--- config.mk ---
export PLATFORM = sky130hd
export DESIGN_NAME = supply_supervisor_watchdog
export DESIGN_NICKNAME = d
export VERILOG_FILES = /design/src/design/supervisor_pkg.sv /design/src/design/supply_supervisor_watchdog.sv /design/src/design/sense_sync.sv /design/src/design/delay_timer.sv
export SDC_FILE = /design/constraint.sdc
export NUM_CORES = 1
export LEC_CHECK = 0
export ABC_AREA = 0
export BUFFER_PORTS_ARGS = -buffer_cell sky130_fd_sc_hd__buf_2
export CORE_ASPECT_RATIO = 0.5
export CORE_MARGIN = 1
export CORE_UTILIZATION = 24
export DETAILED_ROUTE_END_ITERATION = 6
export HOLD_SLACK_MARGIN = 0.06
export PLACE_DENSITY_LB_ADDON = 0.2
export SKIP_CTS_REPAIR_TIMING = 1
export SLEW_MARGIN = 20
export SYNTH_ARGS = -nofsm -noshare
export SYNTH_HDL_FRONTEND = slang
export SYNTH_SLANG_ARGS = --single-unit
--- constraint.sdc ---
create_clock -name core_clk_in -period 17.9 [get_ports core_clk_in]
set_input_delay 0.895 -clock core_clk_in [delete_from_list [all_inputs] [get_ports core_clk_in]]
set_output_delay 0.895 -clock core_clk_in [all_outputs]
set_load 0.005 [all_outputs]
--- src/design/supervisor_pkg.sv ---
package supervisor_pkg;

    // ==========================================================
    // clock and cycle arithmetic
    localparam int unsigned     TIMER_W = 40;
    localparam longint unsigned CLK_HZ  = 200_000_000;
    localparam longint unsigned NS_PER_S = 1_000_000_000;

    // round_up for least times, round down for longest times; never below one cycle
    function automatic longint unsigned ns_to_cycles(input longint unsigned ns,
                                                     input bit              round_up);
        longint unsigned prod;
        longint unsigned cyc;
        prod = ns * CLK_HZ;
        cyc  = round_up ? (prod + NS_PER_S - 1) / NS_PER_S : prod / NS_PER_S;
        return (cyc == 0) ? 1 : cyc;
    endfunction

    // ==========================================================
    // documented times
    localparam longint unsigned RESET_DELAY_MS  = 200;
    localparam longint unsigned WDOG_DEF_MS     = 1600;
    localparam longint unsigned WDOG_PULSE_US   = 500;
    localparam longint unsigned WDOG_LEAD_NS    = 70;
    localparam longint unsigned CE_HOLD_US      = 15;
    localparam longint unsigned ALT_UNIT_NS     = 100_000;
    localparam longint unsigned ALT_K5_TENTHS   = 270;
    localparam longint unsigned ALT_K3_TENTHS   = 162;

    localparam logic [TIMER_W-1:0] RESET_DELAY_CYC =
        TIMER_W'(ns_to_cycles(RESET_DELAY_MS * 1_000_000, 1'b0));
    localparam logic [TIMER_W-1:0] WDOG_DEF_CYC =
        TIMER_W'(ns_to_cycles(WDOG_DEF_MS * 1_000_000, 1'b0));
    localparam logic [TIMER_W-1:0] WDOG_PULSE_CYC =
        TIMER_W'(ns_to_cycles(WDOG_PULSE_US * 1_000, 1'b1));
    localparam logic [TIMER_W-1:0] WDOG_LEAD_CYC =
        TIMER_W'(ns_to_cycles(WDOG_LEAD_NS, 1'b0));
    localparam logic [TIMER_W-1:0] CE_HOLD_CYC =
        TIMER_W'(ns_to_cycles(CE_HOLD_US * 1_000, 1'b0));
    localparam logic [TIMER_W-1:0] ALT_UNIT_CYC =
        TIMER_W'(ns_to_cycles(ALT_UNIT_NS, 1'b0));
    localparam logic [8:0]  ALT_K5 = 9'(ALT_K5_TENTHS);
    localparam logic [8:0]  ALT_K3 = 9'(ALT_K3_TENTHS);
    localparam int unsigned ALT_CFG_W = 16;

    // ==========================================================
    // pin and comparator inputs
    typedef struct packed {
        logic supply_below;      // vcc under internal reset threshold
        logic rst_sense_below;   // reset sense under 1.30 V reference
        logic mode_sel_high;     // mode select at or above 600 mV
        logic mode_sel_low;      // mode select at or below 60 mV
        logic lowline_below;     // vcc under internal low-line threshold
        logic early_warn_below;  // early_warn_sense under 1.30 V
        logic overvolt_above;    // overvolt_sense over 1.30 V
        logic manual_reset_n;
        logic wdog_kick;
        logic timeout_select;
        logic vcc_3v;            // selects the 3 V scale factor
        logic ce_in_n;
    } sense_t;

    localparam int unsigned SENSE_W = $bits(sense_t);
    localparam sense_t SENSE_RST = '{manual_reset_n: 1'b1, timeout_select: 1'b1,
                                     ce_in_n: 1'b1, supply_below: 1'b1,
                                     default: 1'b0};

    typedef enum logic [2:0] {
        RST_ACTIVE = 3'b001,
        RST_DELAY  = 3'b010,
        RST_RUN    = 3'b100
    } rst_state_t;

endpackage

--- src/design/supply_supervisor_watchdog.sv ---
`timescale 1ns/1ps
module supply_supervisor_watchdog #(
    parameter logic [supervisor_pkg::TIMER_W-1:0] RESET_DELAY_CYC = supervisor_pkg::RESET_DELAY_CYC,
    parameter logic [supervisor_pkg::TIMER_W-1:0] WDOG_DEF_CYC    = supervisor_pkg::WDOG_DEF_CYC,
    parameter logic [supervisor_pkg::TIMER_W-1:0] WDOG_PULSE_CYC  = supervisor_pkg::WDOG_PULSE_CYC
) (
    input  wire logic                                   core_clk_in,
    input  wire logic                                   rst_n_in,
    input  wire supervisor_pkg::sense_t                 sense_in,
    input  wire logic [supervisor_pkg::ALT_CFG_W-1:0]   alt_timeout_nf_in,
    output logic                                        reset_n_out,
    output logic                                        reset_out,
    output logic                                        lowline_n_out,
    output logic                                        overvolt_n_out,
    output logic                                        wdog_fault_n_out,
    output logic                                        wdog_pulse_n_out,
    output logic                                        ce_out_n_out,
    output logic                                        early_warn_sense_out,
    output logic                                        early_warn_sense_oe_n_out
);
    localparam int unsigned TW = supervisor_pkg::TIMER_W;

    // ==========================================================
    // reset release and input synchronisation
    logic rst_a_q;
    logic rst_sync_n;

    always_ff @(posedge core_clk_in or negedge rst_n_in) begin
        if (!rst_n_in) begin
            rst_a_q    <= 1'b0;
            rst_sync_n <= 1'b0;
        end else begin
            rst_a_q    <= 1'b1;
            rst_sync_n <= rst_a_q;
        end
    end

    supervisor_pkg::sense_t s;

    sense_sync #(
        .W       (supervisor_pkg::SENSE_W),
        .RST_VAL (supervisor_pkg::SENSE_RST)
    ) u_sync (
        .clk_in     (core_clk_in),
        .rst_n_in   (rst_sync_n),
        .async_in   (sense_in),
        .stable_out (s)
    );

    // ==========================================================
    // mode selection
    logic mode_ext_q;

    always_ff @(posedge core_clk_in or negedge rst_sync_n) begin
        if (!rst_sync_n) begin
            mode_ext_q <= 1'b0;
        end else if (s.mode_sel_high) begin
            mode_ext_q <= 1'b1;
        end else if (s.mode_sel_low) begin
            mode_ext_q <= 1'b0;
        end
    end

    // ==========================================================
    // reset generation
    wire supply_fail = mode_ext_q ? s.rst_sense_below : s.supply_below;
    wire reset_cond  = supply_fail || !s.manual_reset_n;

    supervisor_pkg::rst_state_t st_q;
    supervisor_pkg::rst_state_t st_d;
    logic                       delay_done;

    always_comb begin
        st_d = st_q;
        unique case (st_q)
            supervisor_pkg::RST_ACTIVE: begin
                if (!reset_cond) begin
                    st_d = supervisor_pkg::RST_DELAY;
                end
            end
            supervisor_pkg::RST_DELAY: begin
                if (reset_cond) begin
                    st_d = supervisor_pkg::RST_ACTIVE;
                end else if (delay_done) begin
                    st_d = supervisor_pkg::RST_RUN;
                end
            end
            supervisor_pkg::RST_RUN: begin
                if (reset_cond) begin
                    st_d = supervisor_pkg::RST_ACTIVE;
                end
            end
            default: st_d = supervisor_pkg::RST_ACTIVE;
        endcase
    end

    wire in_reset_d  = (st_d != supervisor_pkg::RST_RUN);
    wire reset_start = (st_q == supervisor_pkg::RST_RUN) && in_reset_d;
    wire reset_end   = !reset_n_out && !in_reset_d;
    wire delay_start = (st_d == supervisor_pkg::RST_DELAY) &&
                       (st_q != supervisor_pkg::RST_DELAY);

    delay_timer u_rst_tmr (
        .clk_in   (core_clk_in),
        .rst_n_in (rst_sync_n),
        .start_in (delay_start),
        .clear_in (reset_cond),
        .len_in   (RESET_DELAY_CYC),
        .busy_out (),
        .done_out (delay_done)
    );

    always_ff @(posedge core_clk_in or negedge rst_sync_n) begin
        if (!rst_sync_n) begin
            st_q        <= supervisor_pkg::RST_ACTIVE;
            reset_n_out <= 1'b0;
            reset_out   <= 1'b1;
        end else begin
            st_q        <= st_d;
            reset_n_out <= !in_reset_d;
            reset_out   <= in_reset_d;
        end
    end

    // ==========================================================
    // low-line, overvoltage and reference pin
    wire lowline_low = mode_ext_q ? s.early_warn_below : s.lowline_below;

    always_ff @(posedge core_clk_in or negedge rst_sync_n) begin
        if (!rst_sync_n) begin
            lowline_n_out             <= 1'b1;
            overvolt_n_out            <= 1'b1;
            early_warn_sense_out      <= 1'b0;
            early_warn_sense_oe_n_out <= 1'b1;
        end else begin
            lowline_n_out             <= !lowline_low;
            overvolt_n_out            <= !s.overvolt_above;
            early_warn_sense_out      <= !mode_ext_q;
            early_warn_sense_oe_n_out <= mode_ext_q;
        end
    end

    // ==========================================================
    // watchdog
    logic          kick_prev_q;
    logic          wdog_done;
    logic          lead_done;
    logic          pulse_done;
    wire           kick_edge = (s.wdog_kick != kick_prev_q) && reset_n_out;
    wire [8:0]     alt_k     = s.vcc_3v ? supervisor_pkg::ALT_K3 : supervisor_pkg::ALT_K5;
    wire [TW-1:0]  alt_cyc   = TW'(alt_timeout_nf_in * alt_k * supervisor_pkg::ALT_UNIT_CYC);
    wire [TW-1:0]  wdog_len  = s.timeout_select ? WDOG_DEF_CYC : alt_cyc;
    wire           wdog_arm  = kick_edge || reset_end;

    delay_timer u_wdog_tmr (
        .clk_in   (core_clk_in),
        .rst_n_in (rst_sync_n),
        .start_in (wdog_arm),
        .clear_in (in_reset_d),
        .len_in   (wdog_len),
        .busy_out (),
        .done_out (wdog_done)
    );

    delay_timer u_lead_tmr (
        .clk_in   (core_clk_in),
        .rst_n_in (rst_sync_n),
        .start_in (wdog_done),
        .clear_in (!reset_n_out || kick_edge),
        .len_in   (supervisor_pkg::WDOG_LEAD_CYC),
        .busy_out (),
        .done_out (lead_done)
    );

    delay_timer u_pulse_tmr (
        .clk_in   (core_clk_in),
        .rst_n_in (rst_sync_n),
        .start_in (wdog_done),
        .clear_in (!reset_n_out),
        .len_in   (WDOG_PULSE_CYC),
        .busy_out (),
        .done_out (pulse_done)
    );

    always_ff @(posedge core_clk_in or negedge rst_sync_n) begin
        if (!rst_sync_n) begin
            kick_prev_q      <= 1'b0;
            wdog_fault_n_out <= 1'b1;
            wdog_pulse_n_out <= 1'b1;
        end else begin
            kick_prev_q <= s.wdog_kick;
            if (!reset_n_out) begin
                wdog_fault_n_out <= 1'b1;
                wdog_pulse_n_out <= 1'b1;
            end else begin
                if (lead_done) begin
                    wdog_fault_n_out <= 1'b0;
                end else if (kick_edge) begin
                    wdog_fault_n_out <= 1'b1;
                end
                if (wdog_done) begin
                    wdog_pulse_n_out <= 1'b0;
                end else if (pulse_done) begin
                    wdog_pulse_n_out <= 1'b1;
                end
            end
        end
    end

    // ==========================================================
    // chip-select gating with write completion
    logic ce_hold_q;
    logic ce_hold_done;
    wire  ce_hold_start = reset_start && !s.ce_in_n;

    delay_timer u_ce_tmr (
        .clk_in   (core_clk_in),
        .rst_n_in (rst_sync_n),
        .start_in (ce_hold_start),
        .clear_in (s.ce_in_n),
        .len_in   (supervisor_pkg::CE_HOLD_CYC),
        .busy_out (),
        .done_out (ce_hold_done)
    );

    wire ce_hold_d = !in_reset_d ? 1'b0 :
                     ce_hold_start ? 1'b1 :
                     (ce_hold_q && !ce_hold_done && !s.ce_in_n);
    wire ce_out_d  = in_reset_d ? !ce_hold_d : s.ce_in_n;

    always_ff @(posedge core_clk_in or negedge rst_sync_n) begin
        if (!rst_sync_n) begin
            ce_hold_q    <= 1'b0;
            ce_out_n_out <= 1'b1;
        end else begin
            ce_hold_q    <= ce_hold_d;
            ce_out_n_out <= ce_out_d;
        end
    end

    // ==========================================================
    // assertions
    localparam int LEAD = int'(supervisor_pkg::WDOG_LEAD_CYC);
endmodule

--- src/design/sense_sync.sv ---
`timescale 1ns/1ps
// ==========================================================
// three-stage synchroniser; a change is taken once stages two and three agree
module sense_sync #(
    parameter int unsigned          W       = 1,
    parameter logic [W-1:0]         RST_VAL = '0
) (
    input  wire logic               clk_in,
    input  wire logic               rst_n_in,
    input  wire logic [W-1:0]       async_in,
    output logic      [W-1:0]       stable_out
);
    logic [W-1:0] s1_q;
    logic [W-1:0] s2_q;
    logic [W-1:0] s3_q;
    wire  [W-1:0] agree = ~(s2_q ^ s3_q);
    wire  [W-1:0] stable_d = (agree & s3_q) | (~agree & stable_out);

    always_ff @(posedge clk_in or negedge rst_n_in) begin
        if (!rst_n_in) begin
            s1_q       <= RST_VAL;
            s2_q       <= RST_VAL;
            s3_q       <= RST_VAL;
            stable_out <= RST_VAL;
        end else begin
            s1_q       <= async_in;
            s2_q       <= s1_q;
            s3_q       <= s2_q;
            stable_out <= stable_d;
        end
    end
endmodule

--- src/design/delay_timer.sv ---
`timescale 1ns/1ps
// ==========================================================
// one-shot cycle timer: done pulses len cycles after start
module delay_timer (
    input  wire logic                                 clk_in,
    input  wire logic                                 rst_n_in,
    input  wire logic                                 start_in,
    input  wire logic                                 clear_in,
    input  wire logic [supervisor_pkg::TIMER_W-1:0]   len_in,
    output logic                                      busy_out,
    output logic                                      done_out
);
    logic [supervisor_pkg::TIMER_W-1:0] cnt_q;
    wire  expire = busy_out && (cnt_q == '0);

    always_ff @(posedge clk_in or negedge rst_n_in) begin
        if (!rst_n_in) begin
            cnt_q    <= '0;
            busy_out <= 1'b0;
            done_out <= 1'b0;
        end else begin
            done_out <= 1'b0;
            if (clear_in) begin
                busy_out <= 1'b0;
            end else if (start_in) begin
                cnt_q    <= len_in - 1'b1;
                busy_out <= 1'b1;
            end else if (expire) begin
                busy_out <= 1'b0;
                done_out <= 1'b1;
            end else if (busy_out) begin
                cnt_q    <= cnt_q - 1'b1;
            end
        end
    end
endmodule

==> impl_metrics.yaml <==
status:
  status: "complete, no violations"
cts:
  h-tree-depth: 1
  clockBufferDepth: 3
  clkTransAtPathRegs_ns: 0.06
  cts.sinks: 275
  cts_tree: "built"
  cts-root-buf: "clkbuf_16"
  numCtsBuffers: 31
  clk_latency_ns: 0.58
setup_path:
  worstPathMaxFanout: 40
  critical_path.startpoint_type: "flop"
  critPathRequiredTime_ns: 18.41
  cp_slowest_cell: "a21boi_0"
  arrival_ns: 11.12
  path_buf_inv: 6
  critPathMaxStageDelay_ns: 0.73
  critPathKind: "reg2reg"
  crit_family: "adder cells"
  cpMostUsedCell: "ha_1"
  end_kind: "flop"
  r2r_cells: 39
  crit_cells: 39
timing:
  fin_tns_setup_ns: 0
  worstMarginPinSlew_ns: 0.9383
  worst_hold_slack_ns: 0.1691
  setup_viol: 0
  rsz0062_at_grt: "false"
  fin_crit_ns: 10.62
  fin_skew_ns: 0.008194
  timing.fmax_mhz: 94.20
  relSlewSlack_pct: 37.45
  fin_crit_sh_pct: 59.31
  finalMaxSlewViolations: 0
  hold_viol: 0
cells_and_area:
  antenna_cells: 0
  drive_above_1_share_pct: 7.440
  multiInputGateArea_sq_um: 12190
  areaGrowthSynthToFinish_pct: 13.19
  regArea_sq_um: 6915
  fill_cells: 8807
  fin_nets: 2530
detailed_routing:
  drt-met1-wl_mm: 23.25
  wl_met3_mm: 1.151
  wire_per_inst_um: 13.40
  route.met2.wl_mm: 19.97
  num_vias: 14853
  wl_mm: 45.02
  top_layer: "met4"
  drc: 0
  first_pass_iters: 5
  drt_iter0_drc: 726
  antenna_left: 0
  post_drt_via_cell_ratio: 4.421
logic_synthesis:
  synth_area_leader_cell: "dfrtp_1"
  synthTopCellsByArea: "dfrtp_1, fa_1, ha_1"
  synth_top_family_by_area: "adder cells"
  yosys.area_share.adder_pct: 21.13
  avgSynthCellArea_sq_um: 9.248
  synth_xor_area_share_pct: 7.530
  yosysWarnings: 0
  synth_ff_type: "dfrtp_1"
  async_flop_share_pct: 100.0
  synth_mux_area_share_pct: 0.6653
  synth_compound_area_share_pct: 11.30
  netlist_instances: 2176
  synth_cell_types: 89
  yosys.area_share.simple_pct: 19.24
  synth_area_sq_um: 20120
  ys_seq_elements: 275
  netlist.area_leader.share_pct: 31.21
  synth_edf_count: 0
  yosysSeqAreaShare_pct: 34.35
floorplan:
  start_util_pct: 24.45
  die_w_um: 411.5
  design.core.area_sq_um: 82310
  ioPinCount: 39
  die_h_um: 206.8
  num_rows: 74
  die_area_sq_um: 85080
global_route:
  grt_pass1_wl_mm: 78.96
  grt_pass1_vias: 15423
  track_usage_pct: 11.04
  antenna_found_initial: 0
  grt_max_degree: 76
  grt-ovfl-total: 0
place:
  portBuffers: 38
  place_congestion: 0.7802
  dp_hpwl_mm: 33.20
run:
  timing.max_cap.violations: 0
hold_path:
  hold_path.class: "reg2async"
[worst register-to-register path, delay by kind of cell, from the launching register on]
kind	cells	cell delay [ns]
xor+xnor	2	0.38
fa+ha+maj	11	4.17
flops	1	0.35
compound gates	13	3.32
buf+inv	6	0.58
simple gates	7	1.74
[stage by stage]
step | instance area (sq um) | utilization [%] | instances | setup WS, ns
CTS | 22770 | 27.66 | 3359 | 7.244
floorplan | 20220 | - | 2203 | 8.328
finish | 22780 | 27.67 | 3360 | 7.284
global route | 22780 | 27.67 | 3360 | 6.411
global placement | 21720 | 26.39 | 3302 | 7.135
detailed placement | 21720 | 26.39 | 3302 | 7.098
[cell families (layout without fill, tap and decap cells)]
logic type / Yosys count / count (layout)
flops: 275 / 275
buf+inv: 306 / 361
simple gates: 772 / 772
compound gates: 358 / 358
xor+xnor: 173 / 173
fa+ha+maj: 278 / 278
other cells: 2 / 29
mux: 12 / 12
[synthesized netlist by cell type (all sizes together) (17+ instances only)]
master / n
xor2: 77
nand2: 173
nor4: 47
nor2: 221
or4: 28
nor2b: 17
nor3: 70
nand4: 17
a21o: 32
clkbuf: 49
xnor2: 96
dfstp: 24
nand3: 47
inv: 250
dfrtp: 251
and3: 20
or3: 46
a21oi: 110
ha: 159
fa: 107
o21ai: 91
nand2b: 22
[cell usage in the layout (no fill, tap or decap), types with 8 or more instances in the layout]
cell and instances:
xnor2_1 96, clkbuf_8 8, a21o_1 32, dfrtp_1 250, and3_1 20, conb_1 29
o31ai_1 8, buf_2 38, o211ai_1 15, nand3b_1 11, o21ai_0 83, nand2b_1 22
nor3b_1 8, nor3_1 68, or2_2 12, fa_1 107, nor4_1 44, inv_1 249
clkbuf_16 31, xor2_1 77, nand2_1 172, a31oi_1 10, a211oi_1 14, nand4_1 16
and2_1 10, dfstp_2 24, maj3_1 12, a21oi_1 110, buf_4 14, mux2i_1 10
nor2b_1 17, nand3_1 47, nor2_1 218, ha_1 159, o21a_1 9, a22oi_1 8
or4_1 27, or3_1 46
[worst paths after layout]
kind                                                     to  slack (ns)
min in group core_clk_in           u_sync.s2_q[9]$_DFF_PN0_        0.35
max                        u_wdog_tmr.cnt_q[38]$_DFFE_PN0P_        7.28
max in group asynchronous          u_sync.s3_q[5]$_DFF_PN0_       15.75
min                          u_ce_tmr.cnt_q[24]$_DFFE_PN0P_        0.17
min reg2reg                  u_ce_tmr.cnt_q[24]$_DFFE_PN0P_        0.17
max reg2reg                u_wdog_tmr.cnt_q[38]$_DFFE_PN0P_        7.28
[sequential cells by signal, indices dropped and copies added (netlist names), 3 cells and up, named ones only]
register,count
st_q,3
u_sync.s1_q,12
u_pulse_tmr.cnt_q,40
u_wdog_tmr.cnt_q,40
u_rst_tmr.cnt_q,40
u_ce_tmr.cnt_q,40
u_lead_tmr.cnt_q,40
u_sync.s3_q,12
u_sync.s2_q,12
[final cells by class]
cell class                      count  share of cell area, %
Multi-Input combinational cell   1622                  53.53
Sequential cell                   275                  30.36
Tap cell                         1102                  6.054
Inverter                          251                  4.142
Clock buffer                       45                  3.988
Timing Repair Buffer               53                  1.340
Clock inverter                     12                 0.5878
[routing by layer]
layer  track usage (%)  vias to the layer above
li1                  -                     7529
met2             18.18                      158
met1             15.71                     7121
met5                 0                        -
met3             1.319                       45
met4             1.832                        0
Power is left out: the tool's default activity adds up to more than one toggle a clock period on the data nets, which glitch-free logic cannot reach.
